$ cat src/hw/dpb_consts.vh
// constants of the drive parameter bank
`ifndef DPB_CONSTS_VH
`define DPB_CONSTS_VH

// fieldbus register addresses of the read-only entries
`define DPB_ADDR_ACCEL       16'h1F12
`define DPB_ADDR_CHAN        16'h0118
// object addresses class.instance.attribute
`define DPB_CIA_ACCEL        24'h830109
`define DPB_CIA_CHAN         24'h65010C
`define DPB_ACCEL_RST        32'h00000000
`define DPB_CHAN_RST         16'h0000

// channel codes carried in the high byte of the owner entry
`define DPB_CH_RESERVED      8'h00
`define DPB_CH_LOCAL_IO      8'h01
`define DPB_CH_PANEL         8'h02
`define DPB_CH_RS485         8'h03
`define DPB_CH_CAN           8'h04
`define DPB_CH_ETHERNET      8'h09
`define DPB_CH_TCP_FIRST     8'h0A
`define DPB_CH_TCP_LAST      8'h0F
`define DPB_USE_SHARED       8'h00
`define DPB_USE_EXCLUSIVE    8'h01

// storage type codes
`define DPB_T_INT8           3'h0
`define DPB_T_UINT8          3'h1
`define DPB_T_INT16          3'h2
`define DPB_T_UINT16         3'h3
`define DPB_T_INT32          3'h4
`define DPB_T_UINT32         3'h5

// read-write parameters: address, object, type, limits, factory, persistence
`define DPB_P0_ADDR          16'h1000
`define DPB_P0_CIA           24'h8C0101
`define DPB_P0_TYPE          `DPB_T_INT16
`define DPB_P0_MIN           32'hFFFF8000
`define DPB_P0_MAX           32'h00007FFF
`define DPB_P0_FACT          32'h00000000
`define DPB_P0_PER           1'b1
`define DPB_P1_ADDR          16'h1002
`define DPB_P1_CIA           24'h8C0102
`define DPB_P1_TYPE          `DPB_T_UINT16
`define DPB_P1_MIN           32'h00000000
`define DPB_P1_MAX           32'h0000FFFF
`define DPB_P1_FACT          32'h00000064
`define DPB_P1_PER           1'b0
`define DPB_P2_ADDR          16'h1004
`define DPB_P2_CIA           24'h8C0103
`define DPB_P2_TYPE          `DPB_T_INT32
`define DPB_P2_MIN           32'hFFFFFC18
`define DPB_P2_MAX           32'h000003E8
`define DPB_P2_FACT          32'h00000032
`define DPB_P2_PER           1'b1
`define DPB_P3_ADDR          16'h1006
`define DPB_P3_CIA           24'h8C0104
`define DPB_P3_TYPE          `DPB_T_UINT32
`define DPB_P3_MIN           32'h00000000
`define DPB_P3_MAX           32'hFFFFFFFF
`define DPB_P3_FACT          32'h00000935
`define DPB_P3_PER           1'b1

// lookup results
`define DPB_SEL_ACCEL        3'h4
`define DPB_SEL_CHAN         3'h5
`define DPB_SEL_NONE         3'h7
`define DPB_NUM_RW           4

`endif

$ cat src/hw/dpb_param_bank.v
// fieldbus parameter bank: read-write parameters plus two read-only status entries
`timescale 1ns/1ps
`include "dpb_consts.vh"
module dpb_param_bank
#(
  parameter NRW = `DPB_NUM_RW
)
(
  input  wire               clk,
  input  wire               reset,
  input  wire               req_valid,
  output wire               req_ready,
  input  wire               req_write,
  input  wire               req_by_object,
  input  wire [15:0]        req_addr,
  input  wire [7:0]         req_class,
  input  wire [7:0]         req_instance,
  input  wire [7:0]         req_attribute,
  input  wire [31:0]        req_wdata,
  output reg                resp_valid,
  output reg                resp_error,
  output reg  [31:0]        resp_rdata,
  input  wire               store_req,
  output reg                store_done,
  input  wire signed [31:0] ref_accel,
  input  wire [7:0]         owner_channel,
  input  wire               owner_exclusive
);
  localparam [1:0] ST_LOAD  = 2'h0;
  localparam [1:0] ST_IDLE  = 2'h1;
  localparam [1:0] ST_STORE = 2'h2;

  // factory image, parameter 0 in the low word
  localparam [4*32-1:0] FACTORY = {`DPB_P3_FACT, `DPB_P2_FACT, `DPB_P1_FACT, `DPB_P0_FACT};

  reg  [1:0]  state_q;
  reg  [2:0]  idx_q;
  reg         load_pend_q;
  reg  [31:0] work_q [0:3];
  reg  [31:0] accel_q;
  reg  [15:0] chan_q;
  wire [31:0] nv_rd_data;
  wire        nv_rd_en;
  wire        nv_wr_en;
  wire [2:0]  sel;
  wire        ok;
  integer     k;

  function [2:0] lookup;
    input        by_obj;
    input [15:0] addr;
    input [23:0] cia;
    begin
      if (by_obj)
      begin
        case (cia)
          `DPB_P0_CIA:    lookup = 3'h0;
          `DPB_P1_CIA:    lookup = 3'h1;
          `DPB_P2_CIA:    lookup = 3'h2;
          `DPB_P3_CIA:    lookup = 3'h3;
          `DPB_CIA_ACCEL: lookup = `DPB_SEL_ACCEL;
          `DPB_CIA_CHAN:  lookup = `DPB_SEL_CHAN;
          default:        lookup = `DPB_SEL_NONE;
        endcase
      end
      else
      begin
        case (addr)
          `DPB_P0_ADDR:    lookup = 3'h0;
          `DPB_P1_ADDR:    lookup = 3'h1;
          `DPB_P2_ADDR:    lookup = 3'h2;
          `DPB_P3_ADDR:    lookup = 3'h3;
          `DPB_ADDR_ACCEL: lookup = `DPB_SEL_ACCEL;
          `DPB_ADDR_CHAN:  lookup = `DPB_SEL_CHAN;
          default:         lookup = `DPB_SEL_NONE;
        endcase
      end
    end
  endfunction

  function is_signed_type;
    input [2:0] t;
    begin
      is_signed_type = (t == `DPB_T_INT8) || (t == `DPB_T_INT16) || (t == `DPB_T_INT32);
    end
  endfunction

  // limits compared in the type's own signedness, the value as a full 32-bit word
  function in_range;
    input [2:0]  t;
    input [31:0] lo;
    input [31:0] hi;
    input [31:0] v;
    begin
      if (is_signed_type(t))
        in_range = ($signed(v) >= $signed(lo)) && ($signed(v) <= $signed(hi));
      else
        in_range = (v >= lo) && (v <= hi);
    end
  endfunction

  function write_ok;
    input [1:0]  i;
    input [31:0] v;
    begin
      case (i)
        2'h0:    write_ok = in_range(`DPB_P0_TYPE, `DPB_P0_MIN, `DPB_P0_MAX, v);
        2'h1:    write_ok = in_range(`DPB_P1_TYPE, `DPB_P1_MIN, `DPB_P1_MAX, v);
        2'h2:    write_ok = in_range(`DPB_P2_TYPE, `DPB_P2_MIN, `DPB_P2_MAX, v);
        default: write_ok = in_range(`DPB_P3_TYPE, `DPB_P3_MIN, `DPB_P3_MAX, v);
      endcase
    end
  endfunction

  function persistent;
    input [1:0] i;
    begin
      case (i)
        2'h0:    persistent = `DPB_P0_PER;
        2'h1:    persistent = `DPB_P1_PER;
        2'h2:    persistent = `DPB_P2_PER;
        default: persistent = `DPB_P3_PER;
      endcase
    end
  endfunction

  assign sel       = lookup(req_by_object, req_addr, {req_class, req_instance, req_attribute});
  assign ok        = write_ok(sel[1:0], req_wdata);
  assign req_ready = (state_q == ST_IDLE);
  assign nv_rd_en  = (state_q == ST_LOAD) && (idx_q < NRW);
  assign nv_wr_en  = (state_q == ST_STORE) && persistent(idx_q[1:0]);

  dpb_nv_mem
  #(
    .W    (32),
    .D    (4),
    .AW   (2),
    .INIT (FACTORY)
  )
  u_nv
  (
    .clk     (clk),
    .rd_en   (nv_rd_en),
    .rd_addr (idx_q[1:0]),
    .rd_data (nv_rd_data),
    .wr_en   (nv_wr_en),
    .wr_addr (idx_q[1:0]),
    .wr_data (work_q[idx_q[1:0]])
  );

  // status entries follow the drive every cycle
  always @(posedge clk)
  begin
    if (reset)
    begin
      accel_q <= `DPB_ACCEL_RST;
      chan_q  <= `DPB_CHAN_RST;
    end
    else
    begin
      accel_q <= ref_accel;
      chan_q  <= {owner_channel, owner_exclusive ? `DPB_USE_EXCLUSIVE : `DPB_USE_SHARED};
    end
  end

  always @(posedge clk)
  begin
    if (reset)
    begin
      state_q     <= ST_LOAD;
      idx_q       <= 3'h0;
      load_pend_q <= 1'b0;
      resp_valid  <= 1'b0;
      resp_error  <= 1'b0;
      resp_rdata  <= 32'h00000000;
      store_done  <= 1'b0;
      for (k = 0; k < 4; k = k + 1)
        work_q[k] <= FACTORY[k*32 +: 32];
    end
    else
    begin
      resp_valid <= 1'b0;
      store_done <= 1'b0;
      case (state_q)
        ST_LOAD:
        begin
          // one cycle of read latency: the word read last cycle lands now
          load_pend_q <= nv_rd_en;
          if (load_pend_q && persistent(idx_q[1:0] - 2'h1))
            work_q[idx_q[1:0] - 2'h1] <= nv_rd_data;
          if (idx_q < NRW)
            idx_q <= idx_q + 3'h1;
          else if (!load_pend_q)
          begin
            idx_q   <= 3'h0;
            state_q <= ST_IDLE;
          end
        end
        ST_IDLE:
        begin
          if (req_valid)
          begin
            resp_valid <= 1'b1;
            resp_error <= 1'b0;
            resp_rdata <= 32'h00000000;
            case (sel)
              `DPB_SEL_ACCEL:
              begin
                resp_rdata <= accel_q;
                resp_error <= req_write;
              end
              `DPB_SEL_CHAN:
              begin
                resp_rdata <= {16'h0000, chan_q};
                resp_error <= req_write;
              end
              `DPB_SEL_NONE:
                resp_error <= 1'b1;
              default:
              begin
                if (!req_write)
                  resp_rdata <= work_q[sel[1:0]];
                else if (ok)
                begin
                  work_q[sel[1:0]] <= req_wdata;
                  resp_rdata       <= req_wdata;
                end
                else
                begin
                  resp_rdata <= work_q[sel[1:0]];
                  resp_error <= 1'b1;
                end
              end
            endcase
          end
          else if (store_req)
          begin
            idx_q   <= 3'h0;
            state_q <= ST_STORE;
          end
        end
        ST_STORE:
        begin
          if (idx_q == NRW - 1)
          begin
            idx_q      <= 3'h0;
            store_done <= 1'b1;
            state_q    <= ST_IDLE;
          end
          else
            idx_q <= idx_q + 3'h1;
        end
        default:
          state_q <= ST_IDLE;
      endcase
    end
  end
endmodule

$ cat src/hw/dpb_nv_mem.v
// nonvolatile image of the persistent parameters
`timescale 1ns/1ps
module dpb_nv_mem
#(
  parameter                 W    = 32,
  parameter                 D    = 4,
  parameter                 AW   = 2,
  parameter [D*W-1:0]       INIT = {D*W{1'b0}}
)
(
  input  wire               clk,
  input  wire               rd_en,
  input  wire [AW-1:0]      rd_addr,
  output reg  [W-1:0]       rd_data,
  input  wire               wr_en,
  input  wire [AW-1:0]      wr_addr,
  input  wire [W-1:0]       wr_data
);
  reg [W-1:0] mem [0:D-1];
  integer     i;

  // contents stand in for cells that outlive power-off, so reset leaves them alone
  initial
  begin
    for (i = 0; i < D; i = i + 1)
      mem[i] = INIT[i*W +: W];
    rd_data = {W{1'b0}};
  end

  always @(posedge clk)
  begin
    if (wr_en)
      mem[wr_addr] <= wr_data;
    if (rd_en)
      rd_data <= mem[rd_addr];
  end
endmodule

$ cat config.mk
export PLATFORM = sky130hd
export DESIGN_NAME = dpb_param_bank
export DESIGN_NICKNAME = d
export VERILOG_FILES = /design/src/hw/dpb_param_bank.v /design/src/hw/dpb_nv_mem.v
export VERILOG_INCLUDE_DIRS = /design/src /design/src/hw
export SDC_FILE = /design/constraint.sdc
export NUM_CORES = 1
export LEC_CHECK = 0
export ABC_AREA = 1
export BUFFER_PORTS_ARGS = -buffer_cell sky130_fd_sc_hd__buf_2
export CELL_PAD_IN_SITES_DETAIL_PLACEMENT = 1
export CELL_PAD_IN_SITES_GLOBAL_PLACEMENT = 1
export CORE_MARGIN = 5
export CORE_UTILIZATION = 30
export DETAILED_ROUTE_END_ITERATION = 10
export PLACE_DENSITY_LB_ADDON = 0.05
export SYNTH_ARGS = -nofsm -noshare
export SYNTH_HDL_FRONTEND = slang
export SYNTH_SLANG_ARGS = --single-unit
$ cat constraint.sdc
create_clock -name clk -period 6.3 [get_ports clk]
set_input_delay 0.63 -clock clk [delete_from_list [all_inputs] [get_ports clk]]
set_output_delay 0.63 -clock clk [all_outputs]
set_load 0.02 [all_outputs]
=== Word-level counts from Yosys, hierarchy flattened ===
Memory sizes are Yosys's and may differ from the RTL's. A register that Yosys moved wholly into a read port is not among the register bits.
Index checks and enable logic that the tools add are counted.

* Flip-flop bits (word level): 89
* RAM bits: 256
* Output and inout port bits: 36
* Memories: 2

* Muxes and demuxes: 52
* Add/sub/neg operators: 2
* Magnitude comparators: 8
* Reduce and logical (&&, ||, !) cells: 19
* Equality and inequality tests: 28
* Bitwise logic cells: 2

{| class="wikitable"
|+ Memory list
! name !! words !! bits a word !! read ports !! clocked after memory_dff !! write ports !! RTL line !! text
|-
| u_nv.mem || 4 || 32 || 1 || 1 || 1 || dpb_nv_mem.v:19 || <nowiki>reg [W-1:0] mem [0:D-1];</nowiki>
|-
| work_q || 4 || 32 || 2 || 1 || 4 || dpb_param_bank.v:39 || <nowiki>reg [31:0] work_q [0:3];</nowiki>
|}

{| class="wikitable"
|+ Operators with widths
! kind !! number
|-
| $mux W32 || 4
|-
| $eq A24 B24 Y1 const B || 5
|-
| $pmux W32 S3 || 1
|-
| $eq A16 B13 Y1 const B || 5
|-
| $le A32 B16 Y1 const B || 2
|-
| $reduce_or A32 Y1 || 2
|-
| $pmux W3 S6 || 2
|-
| $ge A32 B1 Y1 const B || 1
|-
| $ge A32 B11 Y1 const B || 1
|-
| $ge A32 B16 Y1 const B || 1
|-
| $le A32 B11 Y1 const B || 1
|-
| $le A32 B32 Y1 const B || 1
|-
| $mux W1 || 26
|-
| $eq A24 B23 Y1 const B || 1
|-
| $mux W2 || 9
|-
| $mux W3 || 6
|-
| $eq A16 B9 Y1 const B || 1
|-
| $eq A3 B3 Y1 const B || 3
|-
| $pmux W3 S3 || 1
|-
| $eq A2 B1 Y1 const B || 4
|-
| $logic_and A1 B1 Y1 || 7
|-
| $ne A2 B2 Y1 const B || 3
|-
| $pmux W2 S3 || 1
|-
| $reduce_or A2 Y1 || 3
|-
| other kinds (16) || 20
|}

=== Depth between registers and ports, before layout ===
Gate-level depths: netlist (run 1).

* Word-level depth: 14
* Mapped depth: 21

=== Modules after synthesis ===
Synthesis (run 1) repeated with hierarchy kept, for this count alone.

* Cell total of the unflattened synthesis: 2047
* Area total of the unflattened synthesis: 17610.6 µm²

{| class="wikitable"
|+ Modules (own cells, without submodules)
! module !! times used !! cells an instance !! sequential area each (µm²) !! area each (µm²)
|-
| dpb_param_bank || 1 || 1506 || 5525.3 || 11212.0
|-
| dpb_nv_mem || 1 || 541 || 4804.6 || 6398.6
|}

=== Worst setup path after synthesis (run 1) ===
OpenSTA, ideal clock, no wires.

* Path kind: input to register
* From: input port req_addr[15]
* To: memory work_q[3][0] (enable)
* Buffers on the path: 1
* Data required time: 5878 ps
* Path slack: 2446 ps
* Stages on the path: 16
* Setup time: 422 ps
* Data arrival time: 3433 ps
* Cell sequence: nor2_1 -> nand3_1 -> nor2_1 -> nand3_1 -> nand2_1 -> inv_2 -> nand2_2 -> inv_2 -> nor2_4 -> o21bai_4 -> nand3_4 -> nand3_2 -> buf_2 -> nand2_1 -> nand2_1 -> nor2_1

{| class="wikitable"
|+ RTL lines
! element !! RTL line !! text
|-
| from (decl) || dpb_param_bank.v:15 || <nowiki>input wire [15:0] req_addr,</nowiki>
|-
| to (decl) || dpb_param_bank.v:39 ||
|}

==> metrics.yaml, run 1 <==
timing:
  finalSetupViolations: 0
  rsz0062_at_grt: "false"
  relSlewSlack_pct: 29.70
  finalHoldViolations: 0
  maxSlewViolCount: 0
  tightest_slew_ps: 1052
  fin_tns_setup_ps: 0
  finClkSkew_ps: 19.69
  period_share_pct: 72.85
  post-route-min-period_ps: 4590
  max_freq_ghz: 0.2179
cts:
  clock_sinks: 372
  hold_buffers: 0
  cts_resized: 0
  clk_path_buf_depth: 3
  cts_buffers: 45
  clkTransAtPathRegs_ps: 60
  cts_setup_buffers: 0
  cts_tree: "yes"
  root_buffer: "clkbuf_16"
  cts_max_level: 2
  insertion_delay_ps: 600
global_routing:
  grt_pass1_vias: 15060
  grt_max_degree: 65
  antenna_found_initial: 1
  grt_pass1_wl_mm: 91.84
  grt_overflow: 0
  grt_usage_pct: 18.96
logic_synthesis:
  ys_ff_latch: 372
  synth-seq-area-share_pct: 59.71
  synth.distinct_cells: 36
  synth.cell_area_um2: 17300
  yosys_warnings: 0
  synthCells: 1933
  synth_area_per_cell_um2: 8.949
worst_setup_path:
  critPathMaxStageDelay_ps: 540
  critical_path_class: "input port to flip-flop"
  crit_slowest_cell: "nand3_4"
  cp_cell_sequence: "buf_2, nor2_1, nand2_1, nor2_2, nand3_1, clkinv_1, nand2_1, nand2_1, nand2_1, nand2_1, buf_4, o21bai_4, nand3_4, nand3_2, buf_4, nand2_1, nand2_1, nand2_2, nand2_1, buf_4"
  cpMostUsedCell: "nand2_1"
  critical_path_buf_inv_count: 5
  worst_setup_path_end_kind: "flip-flop"
  cp.arrival_ps: 4820
  startpoint_type: "input port"
  required_ps: 6530
  crit_fanout: 63
  crit_family: "simple AND/OR/NAND/NOR gates"
layout:
  syn_to_final_growth_pct: 17.78
  fin_nets: 2212
  final_common_cell: "nand2_1"
  finalNonFillerCells: 2888
  drive_gt1_share_pct: 14.66
  fillers: 6656
  mostFrequentLayoutCells: "nand2_1, nor2_1, edfxtp_1, nand3_1, o21ai_0"
  fin_util_pct: 35.52
drt:
  vias_per_cell: 4.917
  drc: 0
  detail_route.wl_per_cell_um: 21.00
  dr_total_vias: 14200
  ant_nets: 0
  drt_first_pass_iters: 4
  wirelength_mm: 60.66
  drt_iter0_drc: 709
placed_design:
  portBuffers: 154
  dp_hpwl_mm: 41.21
  post-place-cells: 2803
  gp_congestion: 0.8055
die:
  num_io_pins: 155
  chipHeight_um: 250.1
  rows: 88
  fp.dieArea_um2: 62570
  die_w_um: 250.1
  start_util_pct: 30.16
  core-area_um2: 57370
job:
  maxCapViolations: 0
pwr:
  switching_power_mw: 2.841
  p_int_mw: 5.349
  clkPwrFrac_pct: 31.1
  comb_power_share_pct: 24.7
  power_density_nw_per_um2: 402.0
  leakage_nw: 8.282
  swShare_pct: 34.68
  seq_power_share_pct: 44.2
  vdd_drop_max_mv: 0.2999
hold_path:
  hold_path_class: "input port to flip-flop"
outcome:
  outcome: "completed"
==> path summary, 6_finish.rpt <==
path,start,endpoint,slack [ps],cells past startpoint
worst max-delay path,req_instance[7],work_q[0][3],1710,20
worst min-delay path,ref_accel[20],accel_q[20],240,3
worst max register to register,state_q[1],work_q[3][31],2740,13
worst min register to register,resp_rdata[12],resp_rdata[12],460,2
==> worst min-delay path, stage by stage <==
cell and delay, ps:
buf_2 80, inv_1 30, nor2_1 60
==> cells in the mapped netlist (all sizes together) <==
cell / instances / area [um2]
a211oi: 1 / 7.510
a21oi: 67 / 335.3
and2: 1 / 6.260
and3: 1 / 6.260
buf: 40 / 234.0
clkbuf: 72 / 270.3
clkinv: 6 / 22.52
conb: 1 / 3.750
dfxtp: 84 / 1682
edfxtp: 288 / 8648
ha: 8 / 100.1
inv: 159 / 596.8
nand2: 371 / 1405
nand3: 172 / 883.3
nand3b: 10 / 75.07
nand4: 41 / 256.5
nor2: 356 / 1359
nor3: 21 / 116.4
o21a: 2 / 15.01
o21ai: 164 / 824.5
o21bai: 1 / 18.77
o22ai: 65 / 420.4
or2: 2 / 12.51
==> power groups by stage <==
stage                     clock, mW  combinational (mW)  sequential, mW
after floorplan                   0                1.23            3.57
after global routing           2.73                2.27            3.67
after global placement            0                2.05            3.67
after detailed placement          0                2.09            3.67
final                          2.55                2.03            3.62
after CTS                      2.63                2.10            3.63
==> per-layer routing <==
metal	share of wire, %	up-vias	track usage [%]
li1	-	6810	-
met1	43	7025	23.31
met2	49	247	33.14
met3	3.0	119	2.471
met4	5.0	0	8.826
met5	0	-	0
==> cell families after synthesis <==
logic type	share of synthesized area, %
and+or+nand+nor	23.82
buffers and inverters	6.495
other	0.02168
DFF	59.71
AOI/OAI and AO/OA	9.374
adders and majority gates	0.5786
==> per-stage QoR <==
stage | power [mW] | instance area [um2] | worst slack (ps) | hold slack [ps]
6_report | 8.190 | 20370 | 1710 | 236.5
5_1_grt | 8.671 | 20370 | 1284 | 221.1
4_1_cts | 8.352 | 20370 | 1633 | 204.8
3_5_place_dp | 5.764 | 18930 | 1019 | 464.9
3_3_place_gp | 5.724 | 18930 | 1195 | 450.2
2_1_floorplan | 4.797 | 17420 | 2446 | 443.6
==> flip-flops by register name, summed over array words and instances, names as in the netlist, named ones only <==
| signal | count |
|---|---|
| accel_q | 32 |
| u_nv.mem | 128 |
| u_nv.rd_data | 32 |
| resp_valid | 1 |
| chan_q | 9 |
| state_q | 2 |
| work_q | 128 |
| store_done | 1 |
| idx_q | 3 |
| resp_rdata | 32 |
| resp_error | 1 |
| load_pend_q | 1 |
==> cell type report <==
| cell class | instances | area (um2) | area share, % |
|---|---|---|---|
| repair buffers | 186 | 1011 | 4.962 |
| well taps | 765 | 957.2 | 4.698 |
| multi-input cells | 1315 | 6005 | 29.47 |
| clock buffers | 51 | 1169 | 5.736 |
| inverters | 165 | 619.3 | 3.040 |
| clock inverters | 33 | 277.8 | 1.363 |
| diodes | 1 | 2.502 | 0.01228 |
| flip-flops and latches | 372 | 10330 | 50.72 |
(Power assumes the default switching activity.)
==> run 2, diff against run 1 <==
==> constraint.sdc (replaced) <==
create_clock -name clk -period 4.3 [get_ports clk]
set_input_delay 0.43 -clock clk [delete_from_list [all_inputs] [get_ports clk]]
set_output_delay 0.43 -clock clk [all_outputs]
set_load 0.02 [all_outputs]
==> run 2 against run 1 <==
  * Sequential share of layout area is 0.38 points lower
  * Critical endpoint is now work_q[2][1]
  * Sequential power is 44% higher
  * Largest power group unchanged
  * Largest cell class unchanged
  * First-iteration DRC count is 10% lower
  * Power is 47% higher
  * Via count is 0.65% higher
  * Final cell count is 0.35% higher
  * Die area stayed put
==> metrics.yaml, run 2 (synthesis results as in run 1) <==
drt:
  dr_total_vias: 14290  # +0.65%
  detail_route.wl_per_cell_um: 21.27  # +1.3%
  drc: 0  # unchanged
  drt_iter0_drc: 638  # -10%
  vias_per_cell: 4.932  # +0.31%
  ant_nets: 0  # unchanged
  wirelength_mm: 61.63  # +1.6%
  drt_first_pass_iters: 5  # +1
worst_setup_path:
  critical_path_class: "flip-flop to flip-flop"
  cp.arrival_ps: 3400  # -1420 ps
  startpoint_type: "flip-flop"
  critical_path_buf_inv_count: 3  # -2
  cpMostUsedCell: "nand2_1"
  crit_family: "buffers and inverters"
  crit_slowest_cell: "clkinv_1"
  required_ps: 4620  # -1910 ps
  worst_setup_path_end_kind: "flip-flop"
  critPathMaxStageDelay_ps: 700  # +160 ps
  crit_fanout: 35  # -44%
  cp_cell_sequence: "buf_4, ha_1, nor2_1, nand2_1, clkinv_1, nand3_1, nand2_1, inv_1, nand2_1"
layout:
  final_common_cell: "nand2_1"
  top_regs: "u_nv.mem (128), work_q (128)"
  num_antenna_cells: 0  # -1
  mostFrequentLayoutCells: "nand2_1, nor2_1, edfxtp_1, nand3_1, o21ai_0"
  finalNonFillerCells: 2898  # +0.35%
  design_area_um2: 20530  # +0.74%
  drive_gt1_share_pct: 15.14  # +0.49 points
  fin_nets: 2226  # +0.63%
  fin_util_pct: 35.78  # +0.26 points
  fillers: 6671  # +0.23%
  syn_to_final_growth_pct: 18.65
timing:
  period_share_pct: 71.66
  max_freq_ghz: 0.3245
  rsz0062_at_grt: "false"
  finClkSkew_ps: 29.47  # +9.774 ps
  fin_tns_setup_ps: 0  # unchanged
  finalSetupViolations: 0  # unchanged
  post-route-min-period_ps: 3081
  maxSlewViolCount: 0  # unchanged
  relSlewSlack_pct: 30.31  # +0.60 points
  finalHoldViolations: 0  # unchanged
  tightest_slew_ps: 1044  # -7.627 ps
global_routing:
  grt_max_degree: 68  # +4.6%
  grt_overflow: 0  # unchanged
  grt_pass1_wl_mm: 92.45  # +0.67%
  antenna_found_initial: 0  # -1
  grt_pass1_vias: 14980  # -0.51%
  grt_usage_pct: 19.17  # +0.21 points
cts:
  cts_resized: 0  # unchanged
  cts_tree: "yes"
  cts_buffers: 45  # unchanged
  clock_sinks: 372  # unchanged
  hold_buffers: 0  # unchanged
  cts_setup_buffers: 0  # unchanged
  cts_max_level: 2  # unchanged
  clk_path_buf_depth: 3  # unchanged
  clkTransAtPathRegs_ps: 60  # about the same
  root_buffer: "clkbuf_16"
  insertion_delay_ps: 600  # about the same
outcome:
  outcome: "completed"
die:
  die_w_um: 250.1  # unchanged
  core-area_um2: 57370  # unchanged
  chipHeight_um: 250.1  # unchanged
  fp.dieArea_um2: 62570  # unchanged
  rows: 88  # unchanged
  num_io_pins: 155  # unchanged
  start_util_pct: 30.16  # unchanged
placed_design:
  portBuffers: 154  # unchanged
  place_area_um2: 19060  # +0.72%
  dp_hpwl_mm: 41.77  # +1.3%
  gp_congestion: 0.8056  # about the same
  post-place-cells: 2817  # +0.50%
pwr:
  leakage_nw: 8.346  # +0.78%
  seq_power_share_pct: 43.2  # -1.0 points
  comb_power_share_pct: 25.6  # +0.9 points
  vdd_drop_max_mv: 0.4911  # +64%
  switching_power_mw: 4.145  # +46%
  power_density_nw_per_um2: 587.9  # +46%
  p_int_mw: 7.922  # +48%
  clkPwrFrac_pct: 31.2  # about the same
  swShare_pct: 34.35  # -0.33 points
job:
  maxCapViolations: 0  # unchanged
hold_path:
  hold_path_class: "input port to flip-flop"
==> run 2: changes by cell type in the layout (fill, tap and decap cells not counted), moves of 3 or more <==
cell and change:
clkinv_1 -10, buf_12 +3, clkbuf_8 +6, buf_4 +11
clkbuf_1 +8, clkinv_2 -8
==> run 2: area by class of cell <==
type	instances	area, um2	area share (%)
Clock buffer	65	1281	6.242
Clock inverter	16	182.7	0.8900
Inverter	165	619.3	3.017
Multi-Input combinational cell	1315	6000	29.23
Sequential cell	372	10330	50.34
Tap cell	765	957.2	4.663
Timing Repair Buffer	200	1154	5.620
==> run 2: metrics by stage <==
| step | hold WS (ps) | setup slack (ps) | total power, mW |
|---|---|---|---|
| 2_1_floorplan | 443.6 | 617.4 | 7.029 |
| 3_3_place_gp | 456.6 | 698.0 | 8.423 |
| 3_5_place_dp | 464.1 | 693.8 | 8.478 |
| 4_1_cts | 10.70 | 1198 | 12.31 |
| 5_1_grt | 32.29 | 921.5 | 12.77 |
| 6_report | 43.67 | 1219 | 12.07 |
==> run 2: worst paths after layout <==
kind                       from           end  slack, ps  cells after the start
setup / recovery       idx_q[1]  work_q[2][1]       1220                      9
hold / removal    ref_accel[19]   accel_q[19]         40                      3
setup reg to reg       idx_q[1]  work_q[2][1]       1220                      9
hold reg to reg     load_pend_q   load_pend_q        470                      2
==> run 2: per-layer routing <==
metal | up-vias | global-route usage (%) | routed length (um)
met5 | - | 0 | 0
met4 | 0 | 5.988 | 1790
met1 | 7135 | 23.65 | 26350
li1 | 6835 | - | -
met2 | 239 | 34.92 | 31540
met3 | 85 | 2.419 | 1949
==> run 2: worst min-delay path: stages <==
cell    delay, ps
buf_2          80
inv_1          30
nor2_1         60
==> run 2: power groups by stage <==
stage	sequential [mW]	combinational, mW	clock, mW
finish	5.22	3.09	3.76
floorplan	5.23	1.80	0
global placement	5.29	3.13	0
global route	5.28	3.46	4.03
CTS	5.23	3.20	3.88
detailed placement	5.29	3.19	0
